**src/cpwt_cfg.svh**
```systemverilog
// Register offsets, field positions, reset values and timing counts of the pulse/warm-up timer
`ifndef CPWT_CFG_SVH
`define CPWT_CFG_SVH

// Byte offsets on the AHB-Lite register bus
`define CPWT_OFS_LOWER_CTRL    8'h00
`define CPWT_OFS_UPPER_CTRL    8'h04
`define CPWT_OFS_WIDTH_LOW     8'h08
`define CPWT_OFS_WIDTH_HIGH    8'h0c
`define CPWT_OFS_PERIOD_LOW    8'h10
`define CPWT_OFS_PERIOD_HIGH   8'h14
`define CPWT_OFS_STATUS        8'h18
`define CPWT_OFS_COUNT         8'h1c

// Lower timer control fields
`define CPWT_LTC_PRESCALE_LSB  0
`define CPWT_LTC_PRESCALE_MSB  1
`define CPWT_LTC_EXT_SEL       2

// Upper timer control fields
`define CPWT_UTC_RUN           0
`define CPWT_UTC_INIT_LEVEL    1
`define CPWT_UTC_MODE_LSB      2
`define CPWT_UTC_MODE_MSB      3

// Status fields
`define CPWT_ST_IRQ_FLAG       0
`define CPWT_ST_TOGGLE_FLOP    1

// Mode codes in the upper timer control
`define CPWT_MODE_PULSE        2'h0
`define CPWT_MODE_WARM_LOW     2'h1
`define CPWT_MODE_WARM_HIGH    2'h2

// Prescaler taps: internal clock divided by 2^3, 2^5, 2^7, 2^11
`define CPWT_PRE_DIV0          11'h007
`define CPWT_PRE_DIV1          11'h01f
`define CPWT_PRE_DIV2          11'h07f
`define CPWT_PRE_DIV3          11'h7ff

// Register reset values
`define CPWT_RST_BYTE          8'h00

// Pin levels: two machine cycles each, a machine cycle being four clocks
`define CPWT_MACHINE_CLKS      4
`define CPWT_MIN_LEVEL_MC      2
`define CPWT_MIN_LEVEL_CLKS    (`CPWT_MACHINE_CLKS * `CPWT_MIN_LEVEL_MC)

// Smallest warm-up target high byte
`define CPWT_WARM_MIN_HIGH     8'h01

`endif

```
**src/cpwt_pkg.sv**
```systemverilog
// Types shared by the pulse/warm-up timer modules
package cpwt_pkg;

  // Complete state of the pin filter
  typedef struct packed {
    logic       s1;
    logic       s2;
    logic       level;
    logic [3:0] cnt;
    logic       tick;
  } cpwt_filt_state_t;

  // Complete state of the timer core and its bus slave
  typedef struct packed {
    logic [7:0]  lower_timer_control;
    logic [7:0]  upper_timer_control;
    logic [7:0]  width_compare_low;
    logic [7:0]  width_compare_high;
    logic [7:0]  period_compare_low;
    logic [7:0]  period_compare_high;
    logic [7:0]  lower_timer_stage;
    logic [7:0]  upper_timer_stage;
    logic        pulse_toggle_flop;
    logic        pin;
    logic        irq_pulse;
    logic        irq_flag;
    logic [10:0] pre;
    logic        ap_valid;
    logic        ap_write;
    logic [7:0]  ap_addr;
    logic [31:0] rdata;
  } cpwt_state_t;

endpackage : cpwt_pkg

```
**src/cpwt_pin_filter.sv**
```systemverilog
// Two-flop synchroniser and minimum-level filter giving a falling-edge tick
`include "cpwt_cfg.svh"

module cpwt_pin_filter #(
  parameter int MIN_CLKS = `CPWT_MIN_LEVEL_CLKS
) (
  input  wire logic clk,
  input  wire logic sys_rst,
  input  wire logic pin_in,
  output logic      fall_tick
);

  cpwt_pkg::cpwt_filt_state_t st_reg;
  cpwt_pkg::cpwt_filt_state_t st_next;

  // Level only moves after it has stood MIN_CLKS cycles; glitches shorter than that vanish
  always_comb begin
    st_next      = st_reg;
    st_next.s1   = pin_in;
    st_next.s2   = st_reg.s1;
    st_next.tick = 1'b0;
    if (st_reg.s2 != st_reg.level) begin
      if (st_reg.cnt == 4'(MIN_CLKS - 1)) begin
        st_next.level = st_reg.s2;
        st_next.cnt   = 4'h0;
        st_next.tick  = ~st_reg.s2;
      end else begin
        st_next.cnt = st_reg.cnt + 4'h1;
      end
    end else begin
      st_next.cnt = 4'h0;
    end
  end

  // Filtered level idles high so the first real fall counts
  always_ff @(posedge clk) begin
    if (sys_rst) begin
      st_reg <= '{s1: 1'b1, s2: 1'b1, level: 1'b1, cnt: 4'h0, tick: 1'b0};
    end else begin
      st_reg <= st_next;
    end
  end

  assign fall_tick = st_reg.tick;

endmodule : cpwt_pin_filter

```
**src/cpwt_timer.sv**
```systemverilog
// Cascaded 16-bit pulse generator and warm-up counter with an AHB-Lite register slave
// How it works
// - Two byte stages count up as one 16-bit counter from prescaler or pin, or on every clock in high-frequency warm-up
// - Match with width compare inverts the toggle flop; counting continues
// - Match with period compare inverts flop, clears counter, raises upper timer irq
// - Pin clock levels shorter than two machine cycles are not counted
// - Toggle flop takes its start level from software bit; reset clears it
// - Pulse pin always shows the inverse of the toggle flop
// - Compare registers have no shadow; writes act at once
// - Stop freezes the pin; later initial-level write moves it; never both at once
// - Warm-up match uses only the high byte of the period compare
// - After start in warm-up, a match raises the irq and clears the counter
// - Warm-up targets span 0100h to ff00h, low byte forced to zero
// - High-frequency warm-up counts every clock, 256 counts per high-byte step
// - Counter runs while the run bit is one and stops when it is cleared
`include "cpwt_cfg.svh"

module cpwt_timer #(
  parameter int MIN_LEVEL_CLKS = `CPWT_MIN_LEVEL_CLKS
) (
  input  wire logic        clk,
  input  wire logic        sys_rst,
  // AHB-Lite slave
  input  wire logic        hsel,
  input  wire logic [31:0] haddr,
  input  wire logic [1:0]  htrans,
  input  wire logic        hwrite,
  input  wire logic [2:0]  hsize,
  input  wire logic [31:0] hwdata,
  input  wire logic        hready,
  output logic             hreadyout,
  output logic [31:0]      hrdata,
  output logic             hresp,
  // Pins
  input  wire logic        ext_clk_pin,
  input  wire logic        low_freq_clock,
  output logic             pulse_out_pin,
  output logic             upper_timer_irq,
  output logic             pulse_toggle_flop
);

  cpwt_pkg::cpwt_state_t st_reg;
  cpwt_pkg::cpwt_state_t st_next;

  logic ext_tick;
  logic low_tick;

  // External counter clock pin, synchronised and width filtered
  cpwt_pin_filter #(
    .MIN_CLKS (MIN_LEVEL_CLKS)
  ) u_ext_filter (
    .clk       (clk),
    .sys_rst   (sys_rst),
    .pin_in    (ext_clk_pin),
    .fall_tick (ext_tick)
  );

  // Low-frequency clock, used as the count source in low warm-up
  cpwt_pin_filter #(
    .MIN_CLKS (MIN_LEVEL_CLKS)
  ) u_low_filter (
    .clk       (clk),
    .sys_rst   (sys_rst),
    .pin_in    (low_freq_clock),
    .fall_tick (low_tick)
  );

  // Decoded views of the registers and of the bus request
  logic        run;
  logic [1:0]  mode;
  logic        warm;
  logic [15:0] count;
  logic [15:0] count_inc;
  logic [15:0] width_val;
  logic [15:0] period_val;
  logic [7:0]  warm_high;
  logic [15:0] warm_val;
  logic        pre_tick;
  logic        cnt_tick;
  logic        addr_take;

  assign run        = st_reg.upper_timer_control[`CPWT_UTC_RUN];
  assign mode       = st_reg.upper_timer_control[`CPWT_UTC_MODE_MSB:`CPWT_UTC_MODE_LSB];
  assign warm       = (mode == `CPWT_MODE_WARM_LOW) || (mode == `CPWT_MODE_WARM_HIGH);
  assign count      = {st_reg.upper_timer_stage, st_reg.lower_timer_stage};
  assign width_val  = {st_reg.width_compare_high, st_reg.width_compare_low};
  assign period_val = {st_reg.period_compare_high, st_reg.period_compare_low};
  assign addr_take  = hsel && hready && htrans[1];

  // Target below 0100h is lifted so a warm-up can never end instantly
  assign warm_high = (st_reg.period_compare_high < `CPWT_WARM_MIN_HIGH) ?
                     `CPWT_WARM_MIN_HIGH : st_reg.period_compare_high;
  assign warm_val  = {warm_high, 8'h00};

  // Carry from low stage into high stage only on a low-stage wrap
  assign count_inc = {st_reg.upper_timer_stage + ((st_reg.lower_timer_stage == 8'hff) ? 8'h01 : 8'h00),
                      st_reg.lower_timer_stage + 8'h01};

  // Prescaler tap chosen by the lower control register
  always_comb begin
    unique case (st_reg.lower_timer_control[`CPWT_LTC_PRESCALE_MSB:`CPWT_LTC_PRESCALE_LSB])
      2'h0: pre_tick = (st_reg.pre[2:0] == `CPWT_PRE_DIV0);
      2'h1: pre_tick = (st_reg.pre[4:0] == `CPWT_PRE_DIV1);
      2'h2: pre_tick = (st_reg.pre[6:0] == `CPWT_PRE_DIV2);
      2'h3: pre_tick = (st_reg.pre == `CPWT_PRE_DIV3);
    endcase
  end

  // Count source: warm-up modes use their oscillator, pulse mode prescaler or pin
  always_comb begin
    unique case (mode)
      `CPWT_MODE_WARM_LOW:  cnt_tick = low_tick;
      `CPWT_MODE_WARM_HIGH: cnt_tick = 1'b1;
      default: cnt_tick = st_reg.lower_timer_control[`CPWT_LTC_EXT_SEL] ? ext_tick : pre_tick;
    endcase
  end

  // All next-state logic: counter, toggle flop, bus slave
  always_comb begin
    st_next           = st_reg;
    st_next.pre       = st_reg.pre + 11'h001;
    st_next.irq_pulse = 1'b0;

    // Counting only while the run bit is set; a stop freezes count and pin
    if (run && cnt_tick) begin
      if (warm) begin
        if (count_inc == warm_val) begin
          st_next.lower_timer_stage = 8'h00;
          st_next.upper_timer_stage = 8'h00;
          st_next.irq_pulse         = 1'b1;
        end else begin
          st_next.lower_timer_stage = count_inc[7:0];
          st_next.upper_timer_stage = count_inc[15:8];
        end
      end else if (count_inc == period_val) begin
        st_next.lower_timer_stage = 8'h00;
        st_next.upper_timer_stage = 8'h00;
        st_next.pulse_toggle_flop = ~st_reg.pulse_toggle_flop;
        st_next.irq_pulse         = 1'b1;
      end else begin
        st_next.lower_timer_stage = count_inc[7:0];
        st_next.upper_timer_stage = count_inc[15:8];
        if (count_inc == width_val) begin
          st_next.pulse_toggle_flop = ~st_reg.pulse_toggle_flop;
        end
      end
    end

    // Data phase of a write; the address phase was captured a cycle earlier
    if (st_reg.ap_valid && st_reg.ap_write) begin
      unique case (st_reg.ap_addr)
        `CPWT_OFS_LOWER_CTRL: st_next.lower_timer_control = hwdata[7:0];
        `CPWT_OFS_UPPER_CTRL: begin
          st_next.upper_timer_control = hwdata[7:0];
          // Initial level loads only while stopped, so a stopping write keeps the pin
          if (!run) begin
            st_next.pulse_toggle_flop = hwdata[`CPWT_UTC_INIT_LEVEL];
          end
          // A fresh start counts from zero
          if (!run && hwdata[`CPWT_UTC_RUN]) begin
            st_next.lower_timer_stage = 8'h00;
            st_next.upper_timer_stage = 8'h00;
          end
        end
        `CPWT_OFS_WIDTH_LOW:   st_next.width_compare_low   = hwdata[7:0];
        `CPWT_OFS_WIDTH_HIGH:  st_next.width_compare_high  = hwdata[7:0];
        `CPWT_OFS_PERIOD_LOW:  st_next.period_compare_low  = hwdata[7:0];
        `CPWT_OFS_PERIOD_HIGH: st_next.period_compare_high = hwdata[7:0];
        default: ;
      endcase
    end

    // Status flag: write one clears, but a match in the same cycle wins
    if (st_reg.ap_valid && st_reg.ap_write && (st_reg.ap_addr == `CPWT_OFS_STATUS) &&
        hwdata[`CPWT_ST_IRQ_FLAG]) begin
      st_next.irq_flag = 1'b0;
    end
    if (st_next.irq_pulse) begin
      st_next.irq_flag = 1'b1;
    end

    // Pin register follows the flop inverted
    st_next.pin = ~st_next.pulse_toggle_flop;

    // Address phase capture; read data prepared now so it stands in the data phase
    st_next.ap_valid = addr_take;
    st_next.ap_write = hwrite;
    st_next.ap_addr  = haddr[7:0];
    if (addr_take && !hwrite) begin
      unique case (haddr[7:0])
        `CPWT_OFS_LOWER_CTRL:  st_next.rdata = {24'h000000, st_reg.lower_timer_control};
        `CPWT_OFS_UPPER_CTRL:  st_next.rdata = {24'h000000, st_reg.upper_timer_control};
        `CPWT_OFS_WIDTH_LOW:   st_next.rdata = {24'h000000, st_reg.width_compare_low};
        `CPWT_OFS_WIDTH_HIGH:  st_next.rdata = {24'h000000, st_reg.width_compare_high};
        `CPWT_OFS_PERIOD_LOW:  st_next.rdata = {24'h000000, st_reg.period_compare_low};
        `CPWT_OFS_PERIOD_HIGH: st_next.rdata = {24'h000000, st_reg.period_compare_high};
        `CPWT_OFS_STATUS:      st_next.rdata = {30'h0, st_reg.pulse_toggle_flop, st_reg.irq_flag};
        `CPWT_OFS_COUNT:       st_next.rdata = {16'h0000, count};
        default:               st_next.rdata = 32'h00000000;
      endcase
    end
  end

  // Reset clears every register except the pin, which is loaded high to match the flop at zero
  always_ff @(posedge clk) begin
    if (sys_rst) begin
      st_reg     <= '0;
      st_reg.pin <= 1'b1;
    end else begin
      st_reg <= st_next;
    end
  end

  // Zero-wait slave: word transfers only, size is not checked
  assign hreadyout         = 1'b1;
  assign hresp             = 1'b0;
  assign hrdata            = st_reg.rdata;
  assign pulse_out_pin     = st_reg.pin;
  assign upper_timer_irq   = st_reg.irq_pulse;
  assign pulse_toggle_flop = st_reg.pulse_toggle_flop;

endmodule : cpwt_timer

```
**config.mk**
```make
export PLATFORM = sky130hd
export DESIGN_NAME = cpwt_timer
export DESIGN_NICKNAME = d
export VERILOG_FILES = /design/src/cpwt_pkg.sv /design/src/cpwt_pin_filter.sv /design/src/cpwt_timer.sv
export VERILOG_INCLUDE_DIRS = /design/src
export SDC_FILE = /design/constraint.sdc
export NUM_CORES = 1
export LEC_CHECK = 0
export BUFFER_PORTS_ARGS = -buffer_cell sky130_fd_sc_hd__clkbuf_2
export CAP_MARGIN = 20
export CORE_UTILIZATION = 50
export DETAILED_ROUTE_END_ITERATION = 8
export PLACE_DENSITY = 0.72
export SLEW_MARGIN = 20
export SYNTH_ARGS = -nofsm -noshare
export SYNTH_HDL_FRONTEND = slang
export SYNTH_SLANG_ARGS = --single-unit
```
**constraint.sdc**
```tcl
create_clock -name clk -period 7.35 [get_ports clk]
set_input_delay 1.47 -clock clk [delete_from_list [all_inputs] [get_ports clk]]
set_output_delay 1.47 -clock clk [all_outputs]
set_load 0.03 [all_outputs]
```
# Yosys cells after proc, flatten, opt, wreduce, memory -nomap -nowiden
# Cells that the tools add are included.
[totals]
register_bits = 137
latch_bits = 0
mem_bits_rw = 0
mem_bits_ro = 0
in_bits = 76
output_inout_bits = 37
elab_cells = 120
memories = 0
[op_classes]
add_sub_neg = 5
mul = 0
div_mod_pow = 0
order_cmp = 1
eq_ne = 30
shift = 0
n_mux = 22
bitwise_logic = 8
reduce_logical = 27
[op_table]
columns = ["cell", "count"]
rows = [
  ["case mux 16 bit (8 select lines)", 1],
  ["two-way mux 17 bit", 4],
  ["== test 8 x 5 -> 1 bit (second input constant)", 7],
  ["== test 16 bit", 3],
  ["two-way mux 16 bit", 3],
  ["== test 8 x 4 -> 1 bit (second input constant)", 4],
  ["== test 8 x 3 -> 1 bit (second input constant)", 2],
  ["logical NOT 8 bit", 2],
  ["AND reduction 2 bit", 8],
  ["OR reduction 3 bit", 4],
  ["adder 11 x 1 -> 11 bit (second input constant)", 1],
  ["== test 11 bit (second input constant)", 1],
  ["two-way mux 1 bit", 11],
  ["adder 4 x 1 -> 4 bit (second input constant)", 2],
  ["adder 8 x 1 -> 8 bit", 1],
  ["adder 8 x 1 -> 8 bit (second input constant)", 1],
  ["== test 4 x 3 -> 1 bit (second input constant)", 2],
  ["== test 8 bit (second input constant)", 1],
  ["logical AND 1 bit", 8],
  ["less-than comparator 8 x 1 -> 1 bit (second input constant)", 1],
  ["two-way mux 8 bit", 1],
  ["NOT 1 bit", 8],
  ["== test 7 bit (second input constant)", 1],
  ["== test 2 bit (second input constant)", 3],
  ["other kinds (10)", 13],
]

# Depth between registers and ports, before layout
# Gate-level depths: netlist (run 1).
[logic_depth]
ltp_word = 12
depth_mapped = 15

# Cells and area by module
# Synthesis (run 1) repeated with hierarchy kept, for this count alone.
[unflattened]
hier_cells = 672
area_unflattened_um2 = 6179.7
[by_module_without_submodules]
columns = ["module", "instances", "cells_per_inst", "area_per_inst_um2", "seq_area_each_um2"]
rows = [
  ["cpwt_timer", 1, 620, 5579.1, 2102.0],
  ["cpwt_pin_filter", 2, 26, 300.3, 160.2],
]

# Worst setup path after synthesis (run 1)
# OpenSTA, ideal clock, no wires.
[synth_timing]
path_kind = "reg2reg"
from = "reg st_reg (netlist bit count[1])"
to = "reg st_reg (netlist bit pulse_toggle_flop)"
arrival_time_ns = 3.022
required_time_ns = 7.228
slack_ns = 4.206
path_stages_with_launch = 15
n_path_buf = 2
period_less_slack_ns = 3.144
path_cell_list = "dfxtp_1 ha_1 and4_1 buf_4 and3_1 ha_1 ha_1 and3_1 and3_1 buf_2 xnor2_1 nor4b_1 nand4_1 o211a_1 a221o_1"
[synth_via]
elab_chain_len = 11
word_cells_on_any_way = 13
classes_between = "add/sub (2); eq/ne (3); mux (8)"
[synth_lines]
columns = ["element", "line", "rtl"]
rows = [
  ["start, declared", "cpwt_timer.sv:42", "cpwt_pkg::cpwt_state_t st_reg;"],
  ["start signal, assigned", "cpwt_timer.sv:210", "st_reg <= st_next;"],
  ["== test 8 bit", "cpwt_timer.sv:96", "assign count_inc = {st_reg.upper_timer_stage + ((st_reg.lower_timer_stage == 8'hff) ? 8'h01 : 8'h00),"],
  ["two-way mux 1 bit", "cpwt_timer.sv:96", ""],
  ["adder 8 x 1 -> 8 bit", "cpwt_timer.sv:96", ""],
  ["== test 16 bit", "cpwt_timer.sv:143", "if (count_inc == width_val) begin"],
  ["two-way mux 1 bit", "cpwt_timer.sv:143", ""],
  ["two-way mux 17 bit *", "cpwt_timer.sv:135", "end else if (count_inc == period_val) begin"],
  ["two-way mux 1 bit *", "cpwt_timer.sv:126", "if (warm) begin"],
  ["two-way mux 17 bit *", "cpwt_timer.sv:125", "if (run && cnt_tick) begin"],
  ["two-way mux 1 bit", "cpwt_timer.sv:156", "if (!run) begin"],
  ["two-way mux 17 bit", "cpwt_timer.sv:151", "unique case (st_reg.ap_addr)"],
  ["two-way mux 17 bit *", "cpwt_timer.sv:150", "if (st_reg.ap_valid && st_reg.ap_write) begin"],
]
# Every way passes the cells marked *; elsewhere a longest branch is shown, timed or not.
# A chain may end at the register's enable or synchronous reset.

# Worst setup path in the final report (run 1)
[layout_timing]
from = "reg st_reg (netlist bit count[4])"
to = "reg st_reg (netlist bit pulse_toggle_flop)"
# Same word-level chain as after synthesis.

==> flow_metrics.env, run 1 <==
export IMPL_outcome="finished, final reports clean"
export IMPL_period_needed_ns=4.08
export IMPL_grt_pass1_wl_um=25700
export IMPL_clkTransAtPathRegs_ns=0.06
export IMPL_required_ns=7.65
export IMPL_crit_family="simple AND/OR/NAND/NOR gates"
export IMPL_cap_violations=0
export IMPL_num_rows=41
export IMPL_drive_gt1_share_pct=13.2
export IMPL_drt_iter0_drc=514
export IMPL_yosys_top_cells_area="dfxtp_1, mux2i_1, nor2_1"
export IMPL_finalWeightedCongestion=0.936
export IMPL_r2r_end="pulse_toggle_flop"
export IMPL_ys_seq_area_share_pct=37.3
export IMPL_async_flop_share_pct=0
export IMPL_cts_tree="done"
export IMPL_cp_start_kind="flip-flop"
export IMPL_die_h_um=116
export IMPL_r2r_slack_ns=3.27
export IMPL_htreeDepth=4
export IMPL_power_switching_uw=364
export IMPL_die_area_um2=13400
export IMPL_synth_compound_area_share_pct=10.7
export IMPL_cp_slowest_cell="dfxtp_1"
export IMPL_synth_commonest_cells="dfxtp_1, nor2_1, nand2_1"
export IMPL_rsz0062_at_grt="false"
export IMPL_clockBufferDepth=2
export IMPL_numCtsBuffers=17
export IMPL_cp_num_cells=11
export IMPL_hold_buffers=0
export IMPL_finClkSkew_ns=0.0133
export IMPL_finalSetupTns_ns=0
export IMPL_ant_nets=0
export IMPL_timing_critical_path_to="pulse_toggle_flop"
export IMPL_grt_use_total_pct=25.4
export IMPL_fin_nets=819
export IMPL_port_buffers=42
export IMPL_hp_start="u_low_filter.st_next[6]"
export IMPL_synth_simple_gate_area_share_pct=22.5
export IMPL_design_area_um2=7130
export IMPL_area_growth_pct=9.77
export IMPL_critical_path_max_stage_delay_ns=0.87
export IMPL_dpl_cell_area_um2=6490
export IMPL_crit_fanout=20
export IMPL_synth_edf_count=0
export IMPL_synth_distinct_cells=62
export IMPL_ys_warnings_count=0
export IMPL_yosysMostFrequentCell="dfxtp_1"
export IMPL_drv_slew=0
export IMPL_synth_top_cell_by_area="dfxtp_1"
export IMPL_postCtsSetupBuffers=0
export IMPL_first_pass_iters=6
export IMPL_setup_viol=0
export IMPL_yosys_register_bits=121
export IMPL_die_w_um=116
export IMPL_synth_xor_area_share_pct=7.69
export IMPL_synth_top_family_by_area="simple AND/OR/NAND/NOR gates"
export IMPL_clk_latency_ns=0.43
export IMPL_power_frac_comb_pct=3.5
export IMPL_wl_um=15900
export IMPL_path_cells="and4_1, and3_1, ha_1, ha_1, and3_1, and3_1, xnor2_1, nor4b_1, nand4_1, o211a_1, a221o_1"
export IMPL_place_inst=885
export IMPL_postSynthCellCount=739
export IMPL_root_buffer="clkbuf_16"
export IMPL_gr_total_overflow=0
export IMPL_n_antenna_cell=0
export IMPL_routed_via_density=5.77
export IMPL_switching_share_pct=22.5
export IMPL_grt_pass1_vias=5053
export IMPL_period_share_pct=55.6
export IMPL_clockPowerShare_pct=55.4
export IMPL_ios=113
export IMPL_finalHoldViolCount=0
export IMPL_netlist_area_um2=6490
export IMPL_fmax_mhz=245
export IMPL_synth_top_area_share_pct=37.3
export IMPL_dpl_hpwl_um=11200
export IMPL_tightestPinTransition_ns=0.959
export IMPL_yosys_most_used_dff="dfxtp_1"
export IMPL_synth_fa_ha_area_share_pct=2.12
export IMPL_relSlewSlack_pct=35.2
export IMPL_rr_worst_depth=11
export IMPL_finalNonFillerCells=917
export IMPL_route_detailed_drc=0
export IMPL_syn_avg_cell_area_um2=8.79
export IMPL_regToRegStartpoint="count[4]"
export IMPL_largest_reg_flops=51
export IMPL_worst_path_buf_inv=0
export IMPL_start_util_pct=51.4
export IMPL_antenna_found_initial=0
export IMPL_cts_sinks=121
export IMPL_p_int_uw=1260
export IMPL_crit_path_frequent_cell="and3_1"
export IMPL_vias=5293
export IMPL_max_vdd_ir_drop_uv=170
export IMPL_grt_max_degree=87
export IMPL_cts_resized=0
export IMPL_crit_arrival_ns=4.38
export IMPL_end_kind="flip-flop"
export IMPL_startpoint="count[4]"
export IMPL_power_density_nw_per_um2=227
export IMPL_seqPwrFrac_pct=41.1
export IMPL_hp_class="flip-flop to flip-flop"
export IMPL_synthMuxAreaShare_pct=11.3
export IMPL_wl_per_cell_um=17.4
export IMPL_path_class="flip-flop to flip-flop"
export IMPL_core_area_um2=12600
export IMPL_p_leak_uw=0.00302
-- area by class of cell --
class | instances | area (um^2)
clock buffer | 19 | 443
clock inverter | 13 | 191
fill | 1156 | 5490
inverter | 10 | 37.5
multi-input combinational | 538 | 3590
sequential | 121 | 2420
tap | 172 | 215
timing repair buffer | 44 | 228
-- metal layers --
| layer | track usage, % | share of wire, % |
|---|---|---|
| met2 | 41.6 | 48 |
| met4 | 11.2 | 2.9 |
| met5 | 0 | 0 |
| met1 | 31.8 | 43 |
| met3 | 6.07 | 6.5 |
-- power by group through the flow --
stage	logic, uW	clock network (uW)	registers (uW)
after floorplan	47.6	0	679
after global placement	54.6	0	679
after detailed placement	55.4	0	680
after CTS	55.8	905	666
after global routing	60.9	940	666
final	56.2	897	666
-- how the worst min path moves through the flow --
stage / end / slack (ns) / depth (start not counted)
floorplan: u_ext_filter.st_reg[6] / 0.39 / 1
global placement: u_ext_filter.st_reg[6] / 0.39 / 1
detailed placement: u_low_filter.st_reg[6] / 0.40 / 1
CTS: u_low_filter.st_reg[6] / 0.41 / 1
global route: u_low_filter.st_reg[6] / 0.42 / 1
finish: u_low_filter.st_reg[6] / 0.41 / 1
-- kinds of logic after synthesis --
| logic type | after synthesis |
|---|---|
| and+or+nand+nor | 295 |
| DFF | 121 |
| AOI/OAI and AO/OA | 96 |
| buffers and inverters | 96 |
| muxes | 61 |
| xor gates and xnor gates | 57 |
| adders and majority gates | 11 |
| other | 2 |
-- worst reg2reg max path, delay by kind of cell, from the launching register on --
| kind | cells | cell delay, ns |
|---|---|---|
| AOI/OAI and AO/OA | 2 | 0.55 |
| xor gates and xnor gates | 1 | 0.14 |
| adders and majority gates | 2 | 0.46 |
| DFF | 1 | 0.87 |
| and+or+nand+nor | 6 | 1.94 |
-- layout by cell type (no fill, tap or decap), types with 8 or more instances in the layout --
cell       Yosys  layout
dfxtp_1      121     121
nor2_1       106     106
nand2_1       54      54
mux2i_1       49      49
clkbuf_2       0      41
nand3_1       32      32
xor2_1        32      32
xnor2_1       25      25
a21oi_1       22      22
conb_1         2      18
nor2b_1       17      17
clkbuf_16      0      17
a22oi_1       15      15
and3_1        12      12
ha_1          11      11
nor3_1        10      10
inv_1          9       9
o21ai_0        9       9
nand2b_1       9       9
mux4_2         8       8
nand3b_1       8       8
-- through the flow --
step	total power (uW)	util [%]	worst slack [ns]	hold WS, ns
floorplan	726	-	4.21	0.389
global placement	734	51.4	3.38	0.395
detailed placement	735	51.4	3.34	0.403
CTS	1630	56.5	3.31	0.411
global route	1670	56.5	2.96	0.421
finish	1620	56.5	3.27	0.406
Power figures use the tool's default switching activity.
==> inputs of run 2 (changes only) <==
Settings changed: PLACE_DENSITY 0.72 to 0.75.
Clock period 7.35 ns to 3.57 ns, I/O delays scaled along.
==> flow_metrics.env, run 2 (synthesis gave the netlist of run 1 again) <==
export IMPL_rsz0062_at_grt="false"
export IMPL_die_w_um=116
export IMPL_dpl_hpwl_um=11700
export IMPL_outcome="finished, final reports clean"
export IMPL_start_util_pct=51.4
export IMPL_end_kind="flip-flop"
export IMPL_finalHoldViolCount=0
export IMPL_antenna_found_initial=0
export IMPL_ios=113
export IMPL_crit_path_frequent_cell="ha_1"
export IMPL_finalSetupTns_ns=0
export IMPL_cts_sinks=121
export IMPL_cp_start_kind="flip-flop"
export IMPL_ant_nets=0
export IMPL_core_area_um2=12600
export IMPL_vias=5338
export IMPL_tightestPinTransition_ns=0.782
export IMPL_drv_slew=0
export IMPL_numCtsBuffers=17
export IMPL_p_leak_uw=0.00307
export IMPL_first_pass_iters=7
export IMPL_n_antenna_cell=0
export IMPL_final_common_cell="dfxtp_1"
export IMPL_crit_family="simple AND/OR/NAND/NOR gates"
export IMPL_fill_cells=1112
export IMPL_die_h_um=116
export IMPL_clkTransAtPathRegs_ns=0.06
export IMPL_crit_arrival_ns=3.61
export IMPL_num_rows=41
export IMPL_postCtsSetupBuffers=0
export IMPL_port_buffers=42
export IMPL_grt_pass1_vias=5077
export IMPL_routed_via_density=5.74
export IMPL_worst_path_buf_inv=0
export IMPL_clk_latency_ns=0.42
export IMPL_period_needed_ns=3.30
export IMPL_drive_gt1_share_pct=14.8
export IMPL_gr_total_overflow=0
export IMPL_hp_class="flip-flop to flip-flop"
export IMPL_fin_nets=832
export IMPL_cap_violations=0
export IMPL_final_cell_mix="dfxtp_1, nor2_1, nand2_1, mux2i_1, clkbuf_2"
export IMPL_cts_tree="done"
export IMPL_required_ns=3.88
export IMPL_relSlewSlack_pct=47.6
export IMPL_cp_slowest_cell="dfxtp_1"
export IMPL_route_detailed_drc=0
export IMPL_grt_pass1_wl_um=25900
export IMPL_crit_fanout=6
export IMPL_finClkSkew_ns=0.00599
export IMPL_dpl_cell_area_um2=6590
export IMPL_die_area_um2=13400
export IMPL_drt_iter0_drc=416
export IMPL_root_buffer="clkbuf_16"
export IMPL_critical_path_max_stage_delay_ns=0.41
export IMPL_htreeDepth=4
export IMPL_largest_reg_flops=51
export IMPL_wl_per_cell_um=17.2
export IMPL_period_share_pct=92.5
export IMPL_fmax_mhz=303
export IMPL_path_cells="ha_1, and4_1, and3_1, ha_1, ha_1, and3_1, and3_2, xnor2_1, nor4b_1, nand4_1, o211a_1, a221o_1"
export IMPL_design_area_um2=7190
export IMPL_grt_use_total_pct=25.7
export IMPL_path_class="flip-flop to flip-flop"
export IMPL_max_vdd_ir_drop_uv=372
export IMPL_power_density_nw_per_um2=444
export IMPL_wl_um=16000
export IMPL_setup_viol=0
export IMPL_area_growth_pct=10.7
export IMPL_finalWeightedCongestion=1.01
export IMPL_clockBufferDepth=2
export IMPL_grt_max_degree=70
[run 2: changes by cell type in the layout (fill, tap and decap cells not counted), sizes merged]
cell    change
buf        +13
bufinv      -2
clkbuf      +1
clkinv      +2
inv         -1
[run 2: report_power, final]
group	total (uW)	internal, uW	switching, uW
Sequential	1370	1360	8.14
Clock	1710	1070	638
Combinational	116	30.4	85.9
[run 2: path summary, 6_finish.rpt]
kind | startpoint | to | slack (ns) | cells after the start
hold reg to reg | u_ext_filter.st_next[6] | u_ext_filter.st_reg[6] | 0.41 | 1
hold / removal | u_ext_filter.st_next[6] | u_ext_filter.st_reg[6] | 0.41 | 1
setup / recovery | count[1] | pulse_toggle_flop | 0.27 | 12
setup reg to reg | count[1] | pulse_toggle_flop | 0.27 | 12
[run 2: worst reg2reg max path: cells and delay by family (launching register included)]
kind            cells  cell delay (ns)
xor+xnor            1             0.12
fa+ha+maj           3             0.64
flops               1             0.41
compound gates      2             0.57
simple gates        6             1.44
[run 2: layout make-up]
type                    count  area, um^2  share of cell area (%)
well taps                 172         215                    2.99
clock inverters            12         140                    1.95
clock buffers              20         457                    6.35
repair buffers             57         325                    4.53
inverters                  10        37.5                   0.522
flip-flops and latches    121        2420                    33.7
multi-input cells         538        3590                    50.0
[run 2: what timing repair did]
action / in CTS / in global routing
gates resized for setup: 0 / 1
hold buffers: 0 / 0
setup endpoints to repair: 0 / 2
[run 2: per-layer routing]
layer	vias up	part of all wire (%)	global-route usage [%]
li1	2530	-	-
met5	-	0	0
met1	2507	43	32.2
met4	0	4.0	14.4
met2	243	46	40.8
met3	58	7.7	6.01
[run 2: per-stage QoR]
stage	total power, uW	std cells	setup slack, ns	hold slack, ns	utilization (%)
after floorplan	1500	755	0.426	0.389	-
after global placement	1510	898	0.290	0.391	52.2
after detailed placement	1520	898	0.233	0.394	52.2
after CTS	3220	930	0.220	0.407	57.0
after global routing	3290	930	0.0387	0.416	57.0
final	3190	930	0.267	0.414	57.0
